===== src/logic/ref_pulse_pkg.sv =====
// Constants, register map and encodings for the reference pulse input decoder
package ref_pulse_pkg;

  // Register byte offsets on the APB slave
  localparam logic [7:0] OFS_CONFIG    = 8'h00;
  localparam logic [7:0] OFS_GEAR_ONE  = 8'h04;
  localparam logic [7:0] OFS_GEAR_TWO  = 8'h08;
  localparam logic [7:0] OFS_CONTROL   = 8'h0c;
  localparam logic [7:0] OFS_ACTIVE    = 8'h10;
  localparam logic [7:0] OFS_POS_ERROR = 8'h14;
  localparam logic [7:0] OFS_FEEDBACK  = 8'h18;

  // Field positions in the configuration, active configuration and control words
  localparam int FMT_LSB     = 0;
  localparam int INV_LSB     = 4;
  localparam int CLR_LSB     = 8;
  localparam int ENC_BIT     = 12;
  localparam int RESTART_BIT = 0;

  // Bits of the inversion field
  localparam int INV_DIR_IDX   = 0;
  localparam int INV_PULSE_IDX = 1;

  // Widths and reset values
  localparam int          GEAR_W       = 16;
  localparam logic [31:0] CONFIG_RST   = 32'h0000_0000;
  localparam logic [15:0] GEAR_RST     = 16'h0001;
  localparam logic [31:0] ZERO_WORD    = 32'h0000_0000;
  localparam logic [15:0] GEAR_PAD     = 16'h0000;

  // Pulse format encodings
  typedef enum logic [2:0] {
    FMT_SIGN_PULSE = 3'h0,
    FMT_CW_CCW     = 3'h1,
    FMT_QUAD_X1    = 3'h2,
    FMT_QUAD_X2    = 3'h3,
    FMT_QUAD_X4    = 3'h4
  } pulse_format_t;

  // Error count clearing encodings
  typedef enum logic [1:0] {
    CLR_SERVO_OFF  = 2'h0,
    CLR_NEVER      = 2'h1,
    CLR_OFF_OR_OT  = 2'h2
  } error_clear_t;

endpackage


===== src/logic/reference_pulse_input_decoder.sv =====
// Reference pulse train decoder with gearing, error count and APB registers
// Functional notes
// RULE1 - The format setting picks sign plus pulse, CW/CCW lines, or quadrature at x1, x2 or x4.
// RULE2 - The inversion setting flips the direction line, the pulse line, neither or both.
// RULE3 - Error count clears on servo off, never, or on servo off or overtravel outside zero clamp.
// RULE4 - Proportional control input active selects gear numerator two, else numerator one.
// RULE5 - Encoder use setting keeps absolute position or reports counts relative to restart.
// RULE6 - Format, inversion and clear settings take effect only at a restart.
`timescale 1ns/1ps
module reference_pulse_input_decoder (
  input  logic        clock,
  input  logic        reset,
  input  logic        psel,
  input  logic        penable,
  input  logic        pwrite,
  input  logic [7:0]  paddr,
  input  logic [31:0] pwdata,
  output logic [31:0] prdata,
  output logic        pready,
  output logic        pslverr,
  input  logic        pulseLine,
  input  logic        directionLine,
  input  logic        proportionalControlInput,
  input  logic        servoOn,
  input  logic        overtravel,
  input  logic        zeroClamp,
  input  logic [31:0] encoderPosition,
  output logic [31:0] positionError,
  output logic [31:0] feedbackPosition
);

  logic [31:0] config_ff;
  logic [15:0] gearOne_ff;
  logic [15:0] gearTwo_ff;
  logic [2:0]  sync1_ff;
  logic [2:0]  sync2_ff;
  logic        prevA_ff;
  logic        prevB_ff;
  logic        startPending_ff;
  logic [2:0]  activeFmt_ff;
  logic [1:0]  activeInv_ff;
  logic [1:0]  activeClr_ff;
  logic        activeEnc_ff;
  logic [31:0] baseline_ff;
  logic [31:0] positionError_ff;
  logic [31:0] feedbackPosition_ff;
  logic [31:0] prdata_ff;
  logic        pready_ff;
  logic        pslverr_ff;

  // Step decode: returns {valid, forward} for one sample of both lines
  function automatic logic [1:0] step_code(input logic [2:0] fmt, input logic aO,
                                           input logic aN, input logic bO, input logic bN);
    logic aRise;
    logic bRise;
    logic aEdge;
    logic bEdge;
    aRise = aN & ~aO;
    bRise = bN & ~bO;
    aEdge = aN ^ aO;
    bEdge = bN ^ bO;
    case (fmt)
      ref_pulse_pkg::FMT_SIGN_PULSE: step_code = {aRise, ~bN};
      ref_pulse_pkg::FMT_CW_CCW:     step_code = {aRise ^ bRise, aRise};
      ref_pulse_pkg::FMT_QUAD_X1:    step_code = {aRise & ~bEdge, ~bO};
      ref_pulse_pkg::FMT_QUAD_X2:    step_code = {aEdge & ~bEdge, aN ^ bO};
      ref_pulse_pkg::FMT_QUAD_X4:    step_code = {aEdge ^ bEdge, aN ^ bO};
      default:                       step_code = 2'h0;
    endcase
  endfunction

  // APB decode; writes land only at the completing access edge
  wire setupPhase = psel & ~penable;
  wire apbWrite   = psel & penable & pready_ff & pwrite;
  wire selConfig  = (paddr == ref_pulse_pkg::OFS_CONFIG);
  wire selGearOne = (paddr == ref_pulse_pkg::OFS_GEAR_ONE);
  wire selGearTwo = (paddr == ref_pulse_pkg::OFS_GEAR_TWO);
  wire selControl = (paddr == ref_pulse_pkg::OFS_CONTROL);
  wire selActive  = (paddr == ref_pulse_pkg::OFS_ACTIVE);
  wire selPosErr  = (paddr == ref_pulse_pkg::OFS_POS_ERROR);
  wire selFeed    = (paddr == ref_pulse_pkg::OFS_FEEDBACK);
  wire mapped     = selConfig | selGearOne | selGearTwo | selControl | selActive
                    | selPosErr | selFeed;
  wire [31:0] activeWord = {19'h0_0000, activeEnc_ff, 2'h0, activeClr_ff, 2'h0,
                            activeInv_ff, 1'h0, activeFmt_ff};
  wire [31:0] readMux = selConfig  ? config_ff :
                        selGearOne ? {ref_pulse_pkg::GEAR_PAD, gearOne_ff} :
                        selGearTwo ? {ref_pulse_pkg::GEAR_PAD, gearTwo_ff} :
                        selActive  ? activeWord :
                        selPosErr  ? positionError_ff :
                        selFeed    ? feedbackPosition_ff : ref_pulse_pkg::ZERO_WORD;

  // Restart is the first cycle after reset release or a software request
  wire restart = startPending_ff
                 | (apbWrite & selControl & pwdata[ref_pulse_pkg::RESTART_BIT]);

  // Bus registers; one-cycle access phase keeps the master simple
  always_ff @(posedge clock or posedge reset)
  begin
    if (reset)
    begin
      config_ff  <= ref_pulse_pkg::CONFIG_RST;
      gearOne_ff <= ref_pulse_pkg::GEAR_RST;
      gearTwo_ff <= ref_pulse_pkg::GEAR_RST;
      prdata_ff  <= ref_pulse_pkg::ZERO_WORD;
      pready_ff  <= 1'b0;
      pslverr_ff <= 1'b0;
    end
    else
    begin
      if (apbWrite & selConfig)
        config_ff <= pwdata;
      if (apbWrite & selGearOne)
        gearOne_ff <= pwdata[ref_pulse_pkg::GEAR_W-1:0];
      if (apbWrite & selGearTwo)
        gearTwo_ff <= pwdata[ref_pulse_pkg::GEAR_W-1:0];
      pready_ff  <= setupPhase;
      pslverr_ff <= setupPhase & ~mapped;
      if (setupPhase)
        prdata_ff <= readMux;
    end
  end

  // Pin synchronisers; the first stage feeds only the second
  always_ff @(posedge clock or posedge reset)
  begin
    if (reset)
    begin
      sync1_ff <= 3'h0;
      sync2_ff <= 3'h0;
    end
    else
    begin
      sync1_ff <= {proportionalControlInput, directionLine, pulseLine};
      sync2_ff <= sync1_ff;
    end
  end

  // RULE2 - line inversion
  wire aNew       = sync2_ff[0] ^ activeInv_ff[ref_pulse_pkg::INV_PULSE_IDX];
  wire bNew       = sync2_ff[1] ^ activeInv_ff[ref_pulse_pkg::INV_DIR_IDX];
  wire gearTwoReq = sync2_ff[2];
  // Line levels under the inversion being latched; keeps a restart from faking an edge
  wire aRestart   = sync2_ff[0]
                    ^ config_ff[ref_pulse_pkg::INV_LSB + ref_pulse_pkg::INV_PULSE_IDX];
  wire bRestart   = sync2_ff[1]
                    ^ config_ff[ref_pulse_pkg::INV_LSB + ref_pulse_pkg::INV_DIR_IDX];

  // RULE1 - format decode
  wire [1:0] stepCode = step_code(activeFmt_ff, prevA_ff, aNew, prevB_ff, bNew);
  wire       stepValid = stepCode[1];
  wire       stepFwd   = stepCode[0];

  // RULE4 - gear numerator select
  wire [15:0] gearSel    = gearTwoReq ? gearTwo_ff : gearOne_ff;
  wire [31:0] stepAmount = {ref_pulse_pkg::GEAR_PAD, gearSel};

  // RULE3 - clear conditions; a clear outranks a step in the same cycle
  wire offOrOt  = ~servoOn | overtravel;
  wire errClear = restart
                  | ((activeClr_ff == ref_pulse_pkg::CLR_SERVO_OFF) & ~servoOn)
                  | ((activeClr_ff == ref_pulse_pkg::CLR_OFF_OR_OT) & offOrOt & ~zeroClamp);
  wire [31:0] nxt_positionError = errClear ? ref_pulse_pkg::ZERO_WORD :
                                  ~stepValid ? positionError_ff :
                                  stepFwd ? positionError_ff + stepAmount :
                                            positionError_ff - stepAmount;

  // RULE5 - absolute or incremental feedback
  wire [31:0] nxt_feedbackPosition = activeEnc_ff ? encoderPosition - baseline_ff
                                                  : encoderPosition;

  // RULE6 - settings captured only on restart
  always_ff @(posedge clock or posedge reset)
  begin
    if (reset)
    begin
      startPending_ff <= 1'b1;
      activeFmt_ff    <= 3'h0;
      activeInv_ff    <= 2'h0;
      activeClr_ff    <= 2'h0;
      activeEnc_ff    <= 1'b0;
      baseline_ff     <= ref_pulse_pkg::ZERO_WORD;
    end
    else
    begin
      startPending_ff <= 1'b0;
      if (restart)
      begin
        activeFmt_ff <= config_ff[ref_pulse_pkg::FMT_LSB +: 3];
        activeInv_ff <= config_ff[ref_pulse_pkg::INV_LSB +: 2];
        activeClr_ff <= config_ff[ref_pulse_pkg::CLR_LSB +: 2];
        activeEnc_ff <= config_ff[ref_pulse_pkg::ENC_BIT];
        baseline_ff  <= encoderPosition;
      end
    end
  end

  // Counting state; previous line levels held after inversion
  always_ff @(posedge clock or posedge reset)
  begin
    if (reset)
    begin
      prevA_ff            <= 1'b0;
      prevB_ff            <= 1'b0;
      positionError_ff    <= ref_pulse_pkg::ZERO_WORD;
      feedbackPosition_ff <= ref_pulse_pkg::ZERO_WORD;
    end
    else
    begin
      prevA_ff            <= restart ? aRestart : aNew;
      prevB_ff            <= restart ? bRestart : bNew;
      positionError_ff    <= nxt_positionError;
      feedbackPosition_ff <= nxt_feedbackPosition;
    end
  end

  assign prdata           = prdata_ff;
  assign pready           = pready_ff;
  assign pslverr          = pslverr_ff;
  assign positionError    = positionError_ff;
  assign feedbackPosition = feedbackPosition_ff;

  // Checks on the decoded behaviour
  property p_cw_ccw_down;
    @(posedge clock) disable iff (reset)
    (activeFmt_ff == ref_pulse_pkg::FMT_CW_CCW) && bNew && !prevB_ff && !(aNew && !prevA_ff)
    && !errClear
    |=> positionError_ff == $past(positionError_ff) - $past(stepAmount);
  endproperty
  a_cw_ccw_down: assert property (p_cw_ccw_down) // RULE1
    else $error("CCW pulse did not decrement error count");

  property p_x4_double_edge;
    @(posedge clock) disable iff (reset)
    (activeFmt_ff == ref_pulse_pkg::FMT_QUAD_X4) && (aNew != prevA_ff) && (bNew != prevB_ff)
    && !errClear |=> $stable(positionError_ff);
  endproperty
  a_x4_double_edge: assert property (p_x4_double_edge) // RULE1
    else $error("Quadrature double edge was counted");

  property p_inverted_pulse;
    @(posedge clock) disable iff (reset)
    (activeFmt_ff == ref_pulse_pkg::FMT_SIGN_PULSE) && (activeInv_ff == 2'h2)
    && $fell(sync2_ff[0]) && !errClear |=> positionError_ff != $past(positionError_ff);
  endproperty
  a_inverted_pulse: assert property (p_inverted_pulse) // RULE2
    else $error("Inverted pulse falling edge not counted");

  property p_clear_servo_off;
    @(posedge clock) disable iff (reset)
    (activeClr_ff == ref_pulse_pkg::CLR_SERVO_OFF) && !servoOn ##1 !servoOn
    |-> positionError_ff == ref_pulse_pkg::ZERO_WORD;
  endproperty
  a_clear_servo_off: assert property (p_clear_servo_off) // RULE3
    else $error("Error count not cleared on servo off");

  property p_never_clear;
    @(posedge clock) disable iff (reset)
    (activeClr_ff == ref_pulse_pkg::CLR_NEVER) && !stepValid && !restart
    |=> $stable(positionError_ff);
  endproperty
  a_never_clear: assert property (p_never_clear) // RULE3
    else $error("Error count changed with clearing disabled");

  property p_gear_two;
    @(posedge clock) disable iff (reset)
    stepValid && stepFwd && gearTwoReq && !errClear
    |=> positionError_ff == $past(positionError_ff)
        + {ref_pulse_pkg::GEAR_PAD, $past(gearTwo_ff)};
  endproperty
  a_gear_two: assert property (p_gear_two) // RULE4
    else $error("Second gear numerator not applied");

  property p_absolute_feedback;
    @(posedge clock) disable iff (reset)
    !activeEnc_ff |=> feedbackPosition_ff == $past(encoderPosition);
  endproperty
  a_absolute_feedback: assert property (p_absolute_feedback) // RULE5
    else $error("Absolute feedback not passed through");

  property p_hold_settings;
    @(posedge clock) disable iff (reset)
    !restart |=> $stable(activeFmt_ff) && $stable(activeInv_ff) && $stable(activeClr_ff);
  endproperty
  a_hold_settings: assert property (p_hold_settings) // RULE6
    else $error("Active settings changed without restart");

endmodule


===== config.mk =====
export PLATFORM = sky130hd
export DESIGN_NAME = reference_pulse_input_decoder
export DESIGN_NICKNAME = d
export VERILOG_FILES = /design/src/logic/ref_pulse_pkg.sv /design/src/logic/reference_pulse_input_decoder.sv
export SDC_FILE = /design/constraint.sdc
export NUM_CORES = 1
export LEC_CHECK = 0
export BUFFER_PORTS_ARGS = -buffer_cell sky130_fd_sc_hd__buf_4
export CAP_MARGIN = 30
export CELL_PAD_IN_SITES_DETAIL_PLACEMENT = 1
export CELL_PAD_IN_SITES_GLOBAL_PLACEMENT = 2
export CORE_ASPECT_RATIO = 1.2
export CORE_MARGIN = 2
export CORE_UTILIZATION = 37
export CTS_CLUSTER_DIAMETER = 40
export CTS_CLUSTER_SIZE = 30
export DETAILED_ROUTE_END_ITERATION = 10
export GPL_TIMING_DRIVEN = 1
export PLACE_DENSITY = 0.92
export SLEW_MARGIN = 20
export SYNTH_ARGS = -nofsm -noshare
export SYNTH_HDL_FRONTEND = slang
export SYNTH_SLANG_ARGS = --single-unit

===== constraint.sdc =====
create_clock -name clock -period 8.59 [get_ports clock]
set_input_delay 0.4295 -clock clock [delete_from_list [all_inputs] [get_ports clock]]
set_output_delay 0.4295 -clock clock [all_outputs]
set_load 0.03 [all_outputs]

==> metrics.cfg, run 1 <==
[cells_and_area]
insertedDiodeCount=0
final_cell_area_um2=16200
syn_to_final_growth_pct=26.1
mostFrequentLayoutCell=dfrtp_1
nNetsFinal=1611
final_cell_mix=dfrtp_1, buf_4, mux2_2, a21oi_1, nor2_1
drive_above_1_share_pct=28.3

[sta]
timing_worst_slew_pin_value_ns=1.01
grt_setup_unrepaired=false
final_hold_viol_count=0
timing.slew.headroom_pct=32.3
period_share_pct=62.2
worst_clock_skew_ns=0.0212
drv_slew=0
final.min_clock_period_ns=5.35
final.setup.worst_slack_ns=3.24
post_route_worst_hold_slack_ns=0.134
max_clk_rate_mhz=187
totalNegativeSetupSlack_ns=0
report.final.setup_viol=0

[clock_tree]
number_of_setup_buffers_added_after_cts=0
clk_latency_ns=0.54
clk_root_buffer_cell=clkbuf_16
cts_resized=0
cts_inserted_buffers=38
tritoncts=done
cts.htree.levels=2
cts.sinks=211
clk_pin_slew_ns=0.05
clk_path_buf_depth=3

[grt]
maximum_number_of_pins_on_one_net_before_global_route_repair=83
grt_first_pass_wirelength_um=66800
grt_overflow_total=0
grt_usage_pct=23.3
antenna_violations_before_repair=0
vias_in_the_first_global_route=11850

[drt]
post_drt_wl_per_cell_um=21.9
drt_iter0_markers=605
drt.antenna.violating_nets=0
detailedRoute.firstPassIterationCount=5
detail_route.drc_violations=0
routed_wirelength_um=42400
route.detailed.vias_per_inst=5.64
via_count=10927

[floorplanning]
floorplan.die.height_um=208
design.die.area_um2=36100
ioPinCount=181
die_width_um=174
core_um2=34100
rows=74
start_util_pct=37.6

[pwr]
power.sequential.fraction_pct=32.6
internal_power_w=0.00241
total_leakage_power_nw=7.60
power_density_nw_per_um2=204
max-vdd-ir-drop_v=0.000133
clock_power_share_pct=50.7
switching_power_w=0.000887
totalPowerFinal_w=0.00329
sw_frac_of_total_pct=26.9
combinationalPowerShare_pct=16.7

[yosys]
synth_top_cell_area_share_pct=40.6
synth-warning-count=0
syn-mean-instance-area_um2=10.1
yosysUniqueCellTypes=76
post_synthesis_cell_type_with_the_largest_combined_area=dfrtp_1
ys.flop_type=dfrtp_1
post_synth_edffs=0
synth_top_cells_by_area=dfrtp_1, mux2_2, ha_1
synth.ff_latch_count=211
synth_seq_area_share_pct=41.2
synthesis.area_um2=12800
synth.net_count=1431
synthCells=1273
synthArstFlopShare_pct=100

[placement]
numPortBuffers=180
post-dp-hpwl_um=30900
dp_worst_setup_slack_ns=3.32
gpl.final_weighted_congestion=0.871
postPlaceCellArea_um2=14700

[setup_path]
critPathRequiredTime_ns=9.03
crit-reg2reg-launch=sync2_ff[2]$_DFF_PP0_
timing_worst_setup_path_type=flip-flop to flip-flop
critical_path.reg2reg.endpoint=positionError[31]$_DFFE_PP0P_
reg2regPathDepth=22
worst_setup_path_end_kind=flip-flop
timing.critical_path.arrival_ns=5.79
crit_path_max_fanout=38
worst-r2r-setup-slack_ns=3.24
critical_path.startpoint=sync2_ff[2]$_DFF_PP0_
startpoint_class_of_the_critical_path=flip-flop

[worst_hold_path]
worstHoldEndpoint=feedbackPosition[31]$_DFF_PP0_
worst_hold_path.num_cells=2
hold_class=primary input to flip-flop
min_from=encoderPosition[31]

[run_status]
status=completed

[job]
cap_violations=0

[what timing repair did]
action | in CTS | in global routing
endpoints found under the hold margin | 6 | 0
setup endpoints to repair | 0 | 0
hold buffers | 4 | 0
[how the worst max path moves through the flow]
stage                                         end  slack, ns  cells past startpoint
finish              positionError[31]$_DFFE_PP0P_       3.24                     22
global route        positionError[31]$_DFFE_PP0P_       2.83                     22
CTS                 positionError[31]$_DFFE_PP0P_       3.27                     22
detailed placement  positionError[31]$_DFFE_PP0P_       3.32                     22
global placement    positionError[31]$_DFFE_PP0P_       3.56                     22
floorplan             activeClr_ff[0]$_DFFE_PP0N_       2.40                      1
[power by group through the flow]
stage | registers (W) | clock network, W | logic (W)
after floorplan | 0.00112 | 0 | 0.000332
after global placement | 0.00109 | 0 | 0.000531
after detailed placement | 0.00109 | 0 | 0.000544
after CTS | 0.00107 | 0.00170 | 0.000552
after global routing | 0.00108 | 0.00175 | 0.000603
final | 0.00107 | 0.00167 | 0.000550
[synthesized netlist by cell type, drive strengths merged, types with 7 or more instances]
cell type  number
a211oi         10
a21o           26
a21oi         105
a221oi          8
a222oi         23
a22oi          15
a31oi          17
and3            9
buf            19
clkbuf         44
dfrtp         208
ha             73
inv            53
mux2          120
mux2i          39
nand2          73
nand2b         12
nand3          20
nand4          11
nor2           93
nor2b          15
nor3           21
o211ai         10
o21a           15
o21ai          75
o31ai           7
xnor2          55
xor2           14
[cell families (layout without fill, tap and decap cells)]
logic type               after synthesis  in the layout  synth area share [%]
AO/OA/AOI/OAI                        353            353                  18.6
XOR/XNOR                              69             69                  4.72
adder cells (fa/ha/maj)               75             75                  7.44
buffers and inverters                117            326                  3.57
flip-flops                           211            211                  41.2
multiplexers                         159            159                  13.6
other                                  1              1                0.0293
AND/OR/NAND/NOR                      288            288                  10.8
[critical path: stages, from the launching register on]
cell and delay [ns]:
dfrtp_1 0.34, buf_4 0.41, mux2i_1 0.39, o21ai_0 0.24
nor4_1 0.42, nor2b_1 0.26, nand2_1 0.08, clkinv_1 0.16
and3_1 0.19, ha_1 0.22, nor2_1 0.10, a21oi_1 0.08
ha_1 0.37, inv_1 0.08, nor4_1 0.28, o211ai_1 0.17
a21oi_1 0.28, a41oi_2 0.18, a21oi_2 0.35, a211o_1 0.19
a21oi_1 0.08, mux2i_1 0.20, mux2i_1 0.20
[per-layer routing]
| metal | GRT usage, % | vias up | routed length (um) |
|---|---|---|---|
| li1 | - | 5023 | - |
| met1 | 29.5 | 5569 | 18400 |
| met2 | 41.0 | 252 | 21200 |
| met3 | 3.24 | 83 | 1680 |
| met4 | 7.36 | 0 | 1160 |
| met5 | 0 | - | 0 |
[flip-flops by register name, summed over array words and instances, names as in the netlist, 2 cells and up]
name / flops
feedbackPosition: 32
positionError: 32
baseline_ff: 32
sync1_ff: 3
prdata: 32
sync2_ff: 3
activeFmt_ff: 3
gearOne_ff: 16
activeClr_ff: 2
config_ff: 32
gearTwo_ff: 16
activeInv_ff: 2
[final cells by class]
type / count / area (um^2)
Clock inverter: 17 / 319
Fill cell: 3822 / 17900
Multi-Input combinational cell: 945 / 7120
Inverter: 54 / 210
Sequential cell: 211 / 5280
Clock buffer: 52 / 1100
Tap cell: 456 / 571
Timing Repair Buffer: 203 / 1550
[stage by stage]
| step | util (%) | cells |
|---|---|---|
| floorplan | - | 1273 |
| global placement | 43.0 | 1860 |
| detailed placement | 43.0 | 1862 |
| CTS | 47.3 | 1935 |
| global route | 47.4 | 1938 |
| finish | 47.4 | 1938 |
No activity file was read; power rests on OpenSTA's default activity.
==> run 2: changes to the inputs <==
==> constraint.sdc (replaced) <==
create_clock -name clock -period 5.45 [get_ports clock]
set_input_delay 0.2725 -clock clock [delete_from_list [all_inputs] [get_ports clock]]
set_output_delay 0.2725 -clock clock [all_outputs]
set_load 0.03 [all_outputs]
==> run 2 against run 1 <==
Critical path depth shrank 1. Core utilization rose by 0.12 points. Critical path type unchanged. Combinational power grew 61%. Sequential share of layout area shrank 0.075 points. Routed wire length decreased by 0.27%.
==> metrics.cfg, run 2 (same netlist as run 1, synthesis figures left out) <==
[run_status]
status=completed

[grt]
grt_usage_pct=23.3
vias_in_the_first_global_route=11818
maximum_number_of_pins_on_one_net_before_global_route_repair=176
grt_util_met1_pct=29.1
grt_overflow_total=0
grt_first_pass_wirelength_um=66900
globalRoute.busiestLayer=met2
globalRouteMet3Util_pct=4.32
antenna_violations_before_repair=2
global_route.usage.met2_pct=40.5

[sta]
post_route_worst_hold_slack_ns=0.0179
worst_clock_skew_ns=0.0338
period_share_pct=92.2
final_hold_viol_count=0
totalNegativeSetupSlack_ns=0
drv_slew=0
grt_setup_unrepaired=false
report.final.setup_viol=0
final.min_clock_period_ns=5.03
max_clk_rate_mhz=199
timing_worst_slew_pin_value_ns=0.963
timing.slew.headroom_pct=35.0

[placement]
post-dp-hpwl_um=30700
place_inst=1863
gpl.final_weighted_congestion=0.875
postPlaceCellArea_um2=14700
numPortBuffers=180

[setup_path]
crit_path_max_fanout=33
worst_setup_path_end_kind=flip-flop
timing.critical_path.arrival_ns=5.44
timing.critical_path.mode_cell=a21oi_1
critPathTopFamily=compound AO/OA/AOI/OAI gates
critical_path.startpoint=activeInv_ff[1]$_DFFE_PP0N_
timing.critical_path.cells=xnor2_1 -> inv_1 -> ha_1 -> inv_1 -> o21ai_0 -> a21oi_1 -> a21oi_1 -> a31o_2 -> nor2b_1 -> xnor2_1 -> ha_1 -> a21o_1 -> a31o_1 -> o211ai_1 -> a21oi_1 -> a41oi_2 -> a21oi_4 -> a211o_1 -> a21oi_1 -> mux2i_1 -> mux2i_1
critPathBufInv=2
startpoint_class_of_the_critical_path=flip-flop
timing_worst_setup_path_type=flip-flop to flip-flop
critPathRequiredTime_ns=5.87
critical-path-slowest-cell=a31o_2
crit_path_max_incr_delay_ns=0.56
crit-reg2reg-launch=activeInv_ff[1]$_DFFE_PP0N_

[cells_and_area]
finalNonFillerCells=1966
drive_above_1_share_pct=27.4
nNetsFinal=1644
final_cell_area_um2=16200
mostFrequentLayoutCell=dfrtp_1
syn_to_final_growth_pct=26.4
final_cell_mix=dfrtp_1, buf_4, mux2_2, a21oi_1, nor2_1

[drt]
detailedRoute.firstPassIterationCount=5
drt.antenna.violating_nets=0
post_drt_wl_per_cell_um=21.5
via_count=10945
routed_wirelength_um=42300
route.detailed.vias_per_inst=5.57
drt_iter0_markers=632
detail_route.drc_violations=0

[clock_tree]
clk_pin_slew_ns=0.05
cts.sinks=211
clk_root_buffer_cell=clkbuf_16
number_of_setup_buffers_added_after_cts=0
cts_inserted_buffers=34
clk_path_buf_depth=3
tritoncts=done
cts.htree.levels=2
clk_latency_ns=0.52

[worst_hold_path]
hold_class=primary input to flip-flop
min_from=encoderPosition[5]

[floorplanning]
design.die.area_um2=36100
ioPinCount=181
floorplan.die.height_um=208
core_um2=34100
rows=74
die_width_um=174
start_util_pct=37.6

[pwr]
power_density_nw_per_um2=286
max-vdd-ir-drop_v=0.000324
total_leakage_power_nw=7.58

[job]
cap_violations=0

run 2: cell types whose count changed in the layout (fill, tap and decap cells not counted), sizes merged:
| cell | delta |
|---|---|
| clkinv | +3 |
| clkinvlp | +3 |
| clkbuf | -8 |
| inv | -1 |
| buf | +1 |
| dlygate4sd3 | +36 |
| diode | +1 |
| bufinv | -7 |
run 2: power breakdown:
part | switching, W | internal, W | leakage [nW] | total [W]
Combinational | 0.000512 | 0.000372 | 4.31 | 0.000885
Clock | 0.000777 | 0.00128 | 0.535 | 0.00206
Sequential | 0.0000589 | 0.00163 | 2.73 | 0.00169
Total | 0.00135 | 0.00329 | 7.58 | 0.00464
run 2: cell type report:
cell class / instances / area (um^2)
antenna: 1 / 2.50
clock inverter: 15 / 138
timing repair buffer: 240 / 1920
multi-input combinational: 945 / 7140
fill: 3816 / 17900
inverter: 54 / 206
clock buffer: 44 / 948
tap: 456 / 571
sequential: 211 / 5290
run 2: repair_timing:
item	4_1_cts	5_1_grt
resized for setup	0	3
hold endpoints to repair	95	0
hold buffers	40	0
endpoints found under the setup margin	0	3
run 2: worst register-to-register path, cell delays in order (launching register included):
cell      delay (ns)
dfrtp_1         0.40
xnor2_1         0.20
inv_1           0.09
ha_1            0.16
inv_1           0.08
o21ai_0         0.21
a21oi_1         0.11
a21oi_1         0.14
a31o_2          0.56
nor2b_1         0.13
xnor2_1         0.35
ha_1            0.33
a21o_1          0.17
a31o_1          0.23
o211ai_1        0.25
a21oi_1         0.15
a41oi_2         0.31
a21oi_4         0.13
a211o_1         0.27
a21oi_1         0.18
mux2i_1         0.26
mux2i_1         0.21
run 2: path summary, 6_finish.rpt:
kind	endpoint	slack (ns)	cells after the start
setup / recovery	positionError[31]$_DFFE_PP0P_	0.42	21
hold / removal	baseline_ff[5]$_DFFE_PP0N_	0.02	2
setup reg to reg	positionError[31]$_DFFE_PP0P_	0.42	21
hold reg to reg	sync2_ff[1]$_DFF_PP0_	0.35	0
max in group asynchronous	positionError[5]$_DFFE_PP0P_	3.56	4
min in group asynchronous	prdata[27]$_DFFE_PP0P_	0.49	3
run 2: routing by layer:
metal | share of wire, % | wire [um]
met1 | 42 | 17800
met2 | 50 | 21000
met3 | 5.5 | 2310
met4 | 2.8 | 1190
met5 | 0.021 | 9
run 2: stage by stage:
| step | setup slack [ns] | power (W) | utilization (%) |
|---|---|---|---|
| 3_5_place_dp | 0.333 | 0.00257 | 43.1 |
| 3_3_place_gp | 0.482 | 0.00255 | 43.1 |
| 6_report | 0.424 | 0.00464 | 47.6 |
| 4_1_cts | 0.227 | 0.00469 | 47.4 |
| 5_1_grt | 0.0563 | 0.00485 | 47.6 |
| 2_1_floorplan | 0.960 | 0.00229 | - |
==> run 3: changes to the inputs <==
--- a/config.mk
+++ b/config.mk
@@ -11,12 +11,14 @@
 export CELL_PAD_IN_SITES_GLOBAL_PLACEMENT = 2
 export CORE_ASPECT_RATIO = 1.2
 export CORE_MARGIN = 2
-export CORE_UTILIZATION = 37
+export CORE_UTILIZATION = 38
+export CTS_BUF_LIST = sky130_fd_sc_hd__clkbuf_8
 export CTS_CLUSTER_DIAMETER = 40
 export CTS_CLUSTER_SIZE = 30
 export DETAILED_ROUTE_END_ITERATION = 10
 export GPL_TIMING_DRIVEN = 1
-export PLACE_DENSITY = 0.92
+export HOLD_SLACK_MARGIN = 0.06
+export PLACE_DENSITY = 0.93
 export SLEW_MARGIN = 20
 export SYNTH_ARGS = -nofsm -noshare
 export SYNTH_HDL_FRONTEND = slang
==> run 3 against run 2 <==
Hold slack better by 0.080 ns. Global-route usage is 1.0 points higher. First-iteration DRC count is 6.8% lower. Maximum frequency down 0.15%. Flip-flop and latch count is the same. Non-clock buffer count increased by 29. Clock power shrank 18%. Critical path depth up 1. Sequential share of layout area hardly changed. Critical endpoint unchanged. Largest cell class unchanged.
==> metrics.cfg, run 3 (same netlist as run 1, synthesis figures left out) <==
[run_status]
status=completed

[placement]
dp_worst_setup_slack_ns=0.287
gpl.final_weighted_congestion=0.885
numPortBuffers=180
post-dp-hpwl_um=30500
place_inst=1857

[job]
cap_violations=0

[floorplanning]
ioPinCount=181
core_um2=33200
design.die.area_um2=35200
floorplan.die.height_um=205
die_width_um=172
start_util_pct=38.7
rows=73

[drt]
via_count=11147
detailedRoute.firstPassIterationCount=6
drt.antenna.violating_nets=0
routed_wirelength_um=42400
drt_iter0_markers=589
detail_route.drc_violations=0
route.detailed.vias_per_inst=5.59
post_drt_wl_per_cell_um=21.3

[worst_hold_path]
min_from=paddr[6]
worst_hold_path.num_cells=3
hold_class=primary input to flip-flop
worstHoldEndpoint=pslverr$_DFF_PP0_

[sta]
timing.slew.headroom_pct=33.7
report.final.setup_viol=0
max_clk_rate_mhz=199
grt_setup_unrepaired=false
final.setup.worst_slack_ns=0.417
drv_slew=0
totalNegativeSetupSlack_ns=0
timing_worst_slew_pin_value_ns=0.994
final.min_clock_period_ns=5.03
worst_clock_skew_ns=0.0441
period_share_pct=92.4
final_hold_viol_count=0

[grt]
global_route.usage.met2_pct=41.8
grt_first_pass_wirelength_um=66200
grt_usage_pct=24.3
globalRoute.busiestLayer=met2
grt_overflow_total=0
maximum_number_of_pins_on_one_net_before_global_route_repair=130
antenna_violations_before_repair=0
vias_in_the_first_global_route=11938
grt_util_met1_pct=30.0
globalRouteMet3Util_pct=3.90

[cells_and_area]
syn_to_final_growth_pct=26.6
drive_above_1_share_pct=27.1
layout.filler_cells=3701
finalNonFillerCells=1994
mostFrequentLayoutCell=dfrtp_1
final_cell_mix=dfrtp_1, buf_4, mux2_2, a21oi_1, nor2_1
register_cell_area_after_layout_um2=5290
nNetsFinal=1674
multi_input_comb_area_um2=7130

[clock_tree]
cts.htree.levels=2
clk_latency_ns=0.59
clk_root_buffer_cell=clkbuf_8
clk_path_buf_depth=3
cts_inserted_buffers=35
number_of_setup_buffers_added_after_cts=0
cts.sinks=211
tritoncts=done
clk_pin_slew_ns=0.07

[setup_path]
timing_worst_setup_path_type=flip-flop to flip-flop
worst-r2r-setup-slack_ns=0.42
reg2regPathDepth=22
timing.critical_path.arrival_ns=5.51
worst_setup_path_end_kind=flip-flop
timing.critical_path.cells=buf_4 -> nor3_1 -> o21ai_0 -> nor4_2 -> nor2b_1 -> nand2_1 -> clkinv_1 -> and3_1 -> ha_1 -> nor2_1 -> a21oi_1 -> ha_1 -> inv_1 -> nor4_1 -> o211ai_1 -> a21oi_1 -> a41oi_2 -> a21oi_2 -> a211o_1 -> a21oi_1 -> mux2i_1 -> mux2i_1
crit_path_max_incr_delay_ns=0.53
crit_path_max_fanout=14
critical_path.reg2reg.endpoint=positionError[31]$_DFFE_PP0P_
critPathRequiredTime_ns=5.93
startpoint_class_of_the_critical_path=flip-flop
timing.critical_path.mode_cell=a21oi_1
critical-path-slowest-cell=dfrtp_2
crit-reg2reg-launch=sync2_ff[2]$_DFF_PP0_

[pwr]
total_leakage_power_nw=7.59
power_density_nw_per_um2=263
totalPowerFinal_w=0.00427
max-vdd-ir-drop_v=0.000264

run 3: cell types whose count changed in the layout (fill, tap and decap cells not counted), sizes merged:
cell,before,now
clkinv,10,9
clkbuf,44,40
clkinvlp,3,6
inv,55,58
buf,200,199
bufinv,1,5
dlygate4sd3,40,70
run 3: final cells by class:
cell class | count | share of cell area (%)
inverters | 54 | 1.27
well taps | 450 | 3.47
diodes | 1 | 0.0154
clock inverters | 24 | 1.70
flip-flops and latches | 211 | 32.6
repair buffers | 269 | 13.6
clock buffers | 40 | 3.39
multi-input cells | 945 | 43.9
run 3: timing repair:
| item | CTS | global route |
|---|---|---|
| endpoints found under the hold margin | 148 | 0 |
| hold buffers | 70 | 0 |
| resized for setup | 0 | 2 |
| setup endpoints to repair | 0 | 4 |
run 3: metrics by stage:
step,hold slack (ns),cell area [um^2],utilization [%]
global route,0.119,16200,48.9
finish,0.0975,16200,48.9
CTS,0.0616,16200,48.8
detailed placement,0.343,14700,44.2
global placement,0.337,14700,44.2
floorplan,0.304,12800,-
run 3: metal layers:
| layer | share of wire (%) | wire [um] |
|---|---|---|
| met1 | 42 | 17900 |
| met2 | 49 | 20600 |
| met3 | 5.0 | 2120 |
| met4 | 4.2 | 1770 |
| met5 | 0 | 0 |
run 3: power breakdown:
group	switching, W	internal [W]
clock network	0.000742	0.000934
registers	0.0000590	0.00163
logic	0.000519	0.000387
run 3: worst max path at each step:
stage	from	end	slack (ns)	cells after the start
2_1_floorplan	sync2_ff[2]$_DFF_PP0_	positionError[31]$_DFFE_PP0P_	0.96	21
3_3_place_gp	sync2_ff[2]$_DFF_PP0_	positionError[31]$_DFFE_PP0P_	0.51	22
3_5_place_dp	sync2_ff[2]$_DFF_PP0_	positionError[31]$_DFFE_PP0P_	0.29	21
4_1_cts	sync2_ff[2]$_DFF_PP0_	positionError[31]$_DFFE_PP0P_	0.24	21
5_1_grt	sync2_ff[2]$_DFF_PP0_	positionError[31]$_DFFE_PP0P_	0.008	22
6_report	sync2_ff[2]$_DFF_PP0_	positionError[31]$_DFFE_PP0P_	0.42	22
run 3: critical path, delay by kind of cell (launching register included):
kind / cells / cell delay [ns]
AOI/OAI and AO/OA: 8 / 1.70
muxes: 2 / 0.43
DFF: 1 / 0.53
adders and majority gates: 2 / 0.62
and+or+nand+nor: 7 / 1.09
buffers and inverters: 3 / 0.57
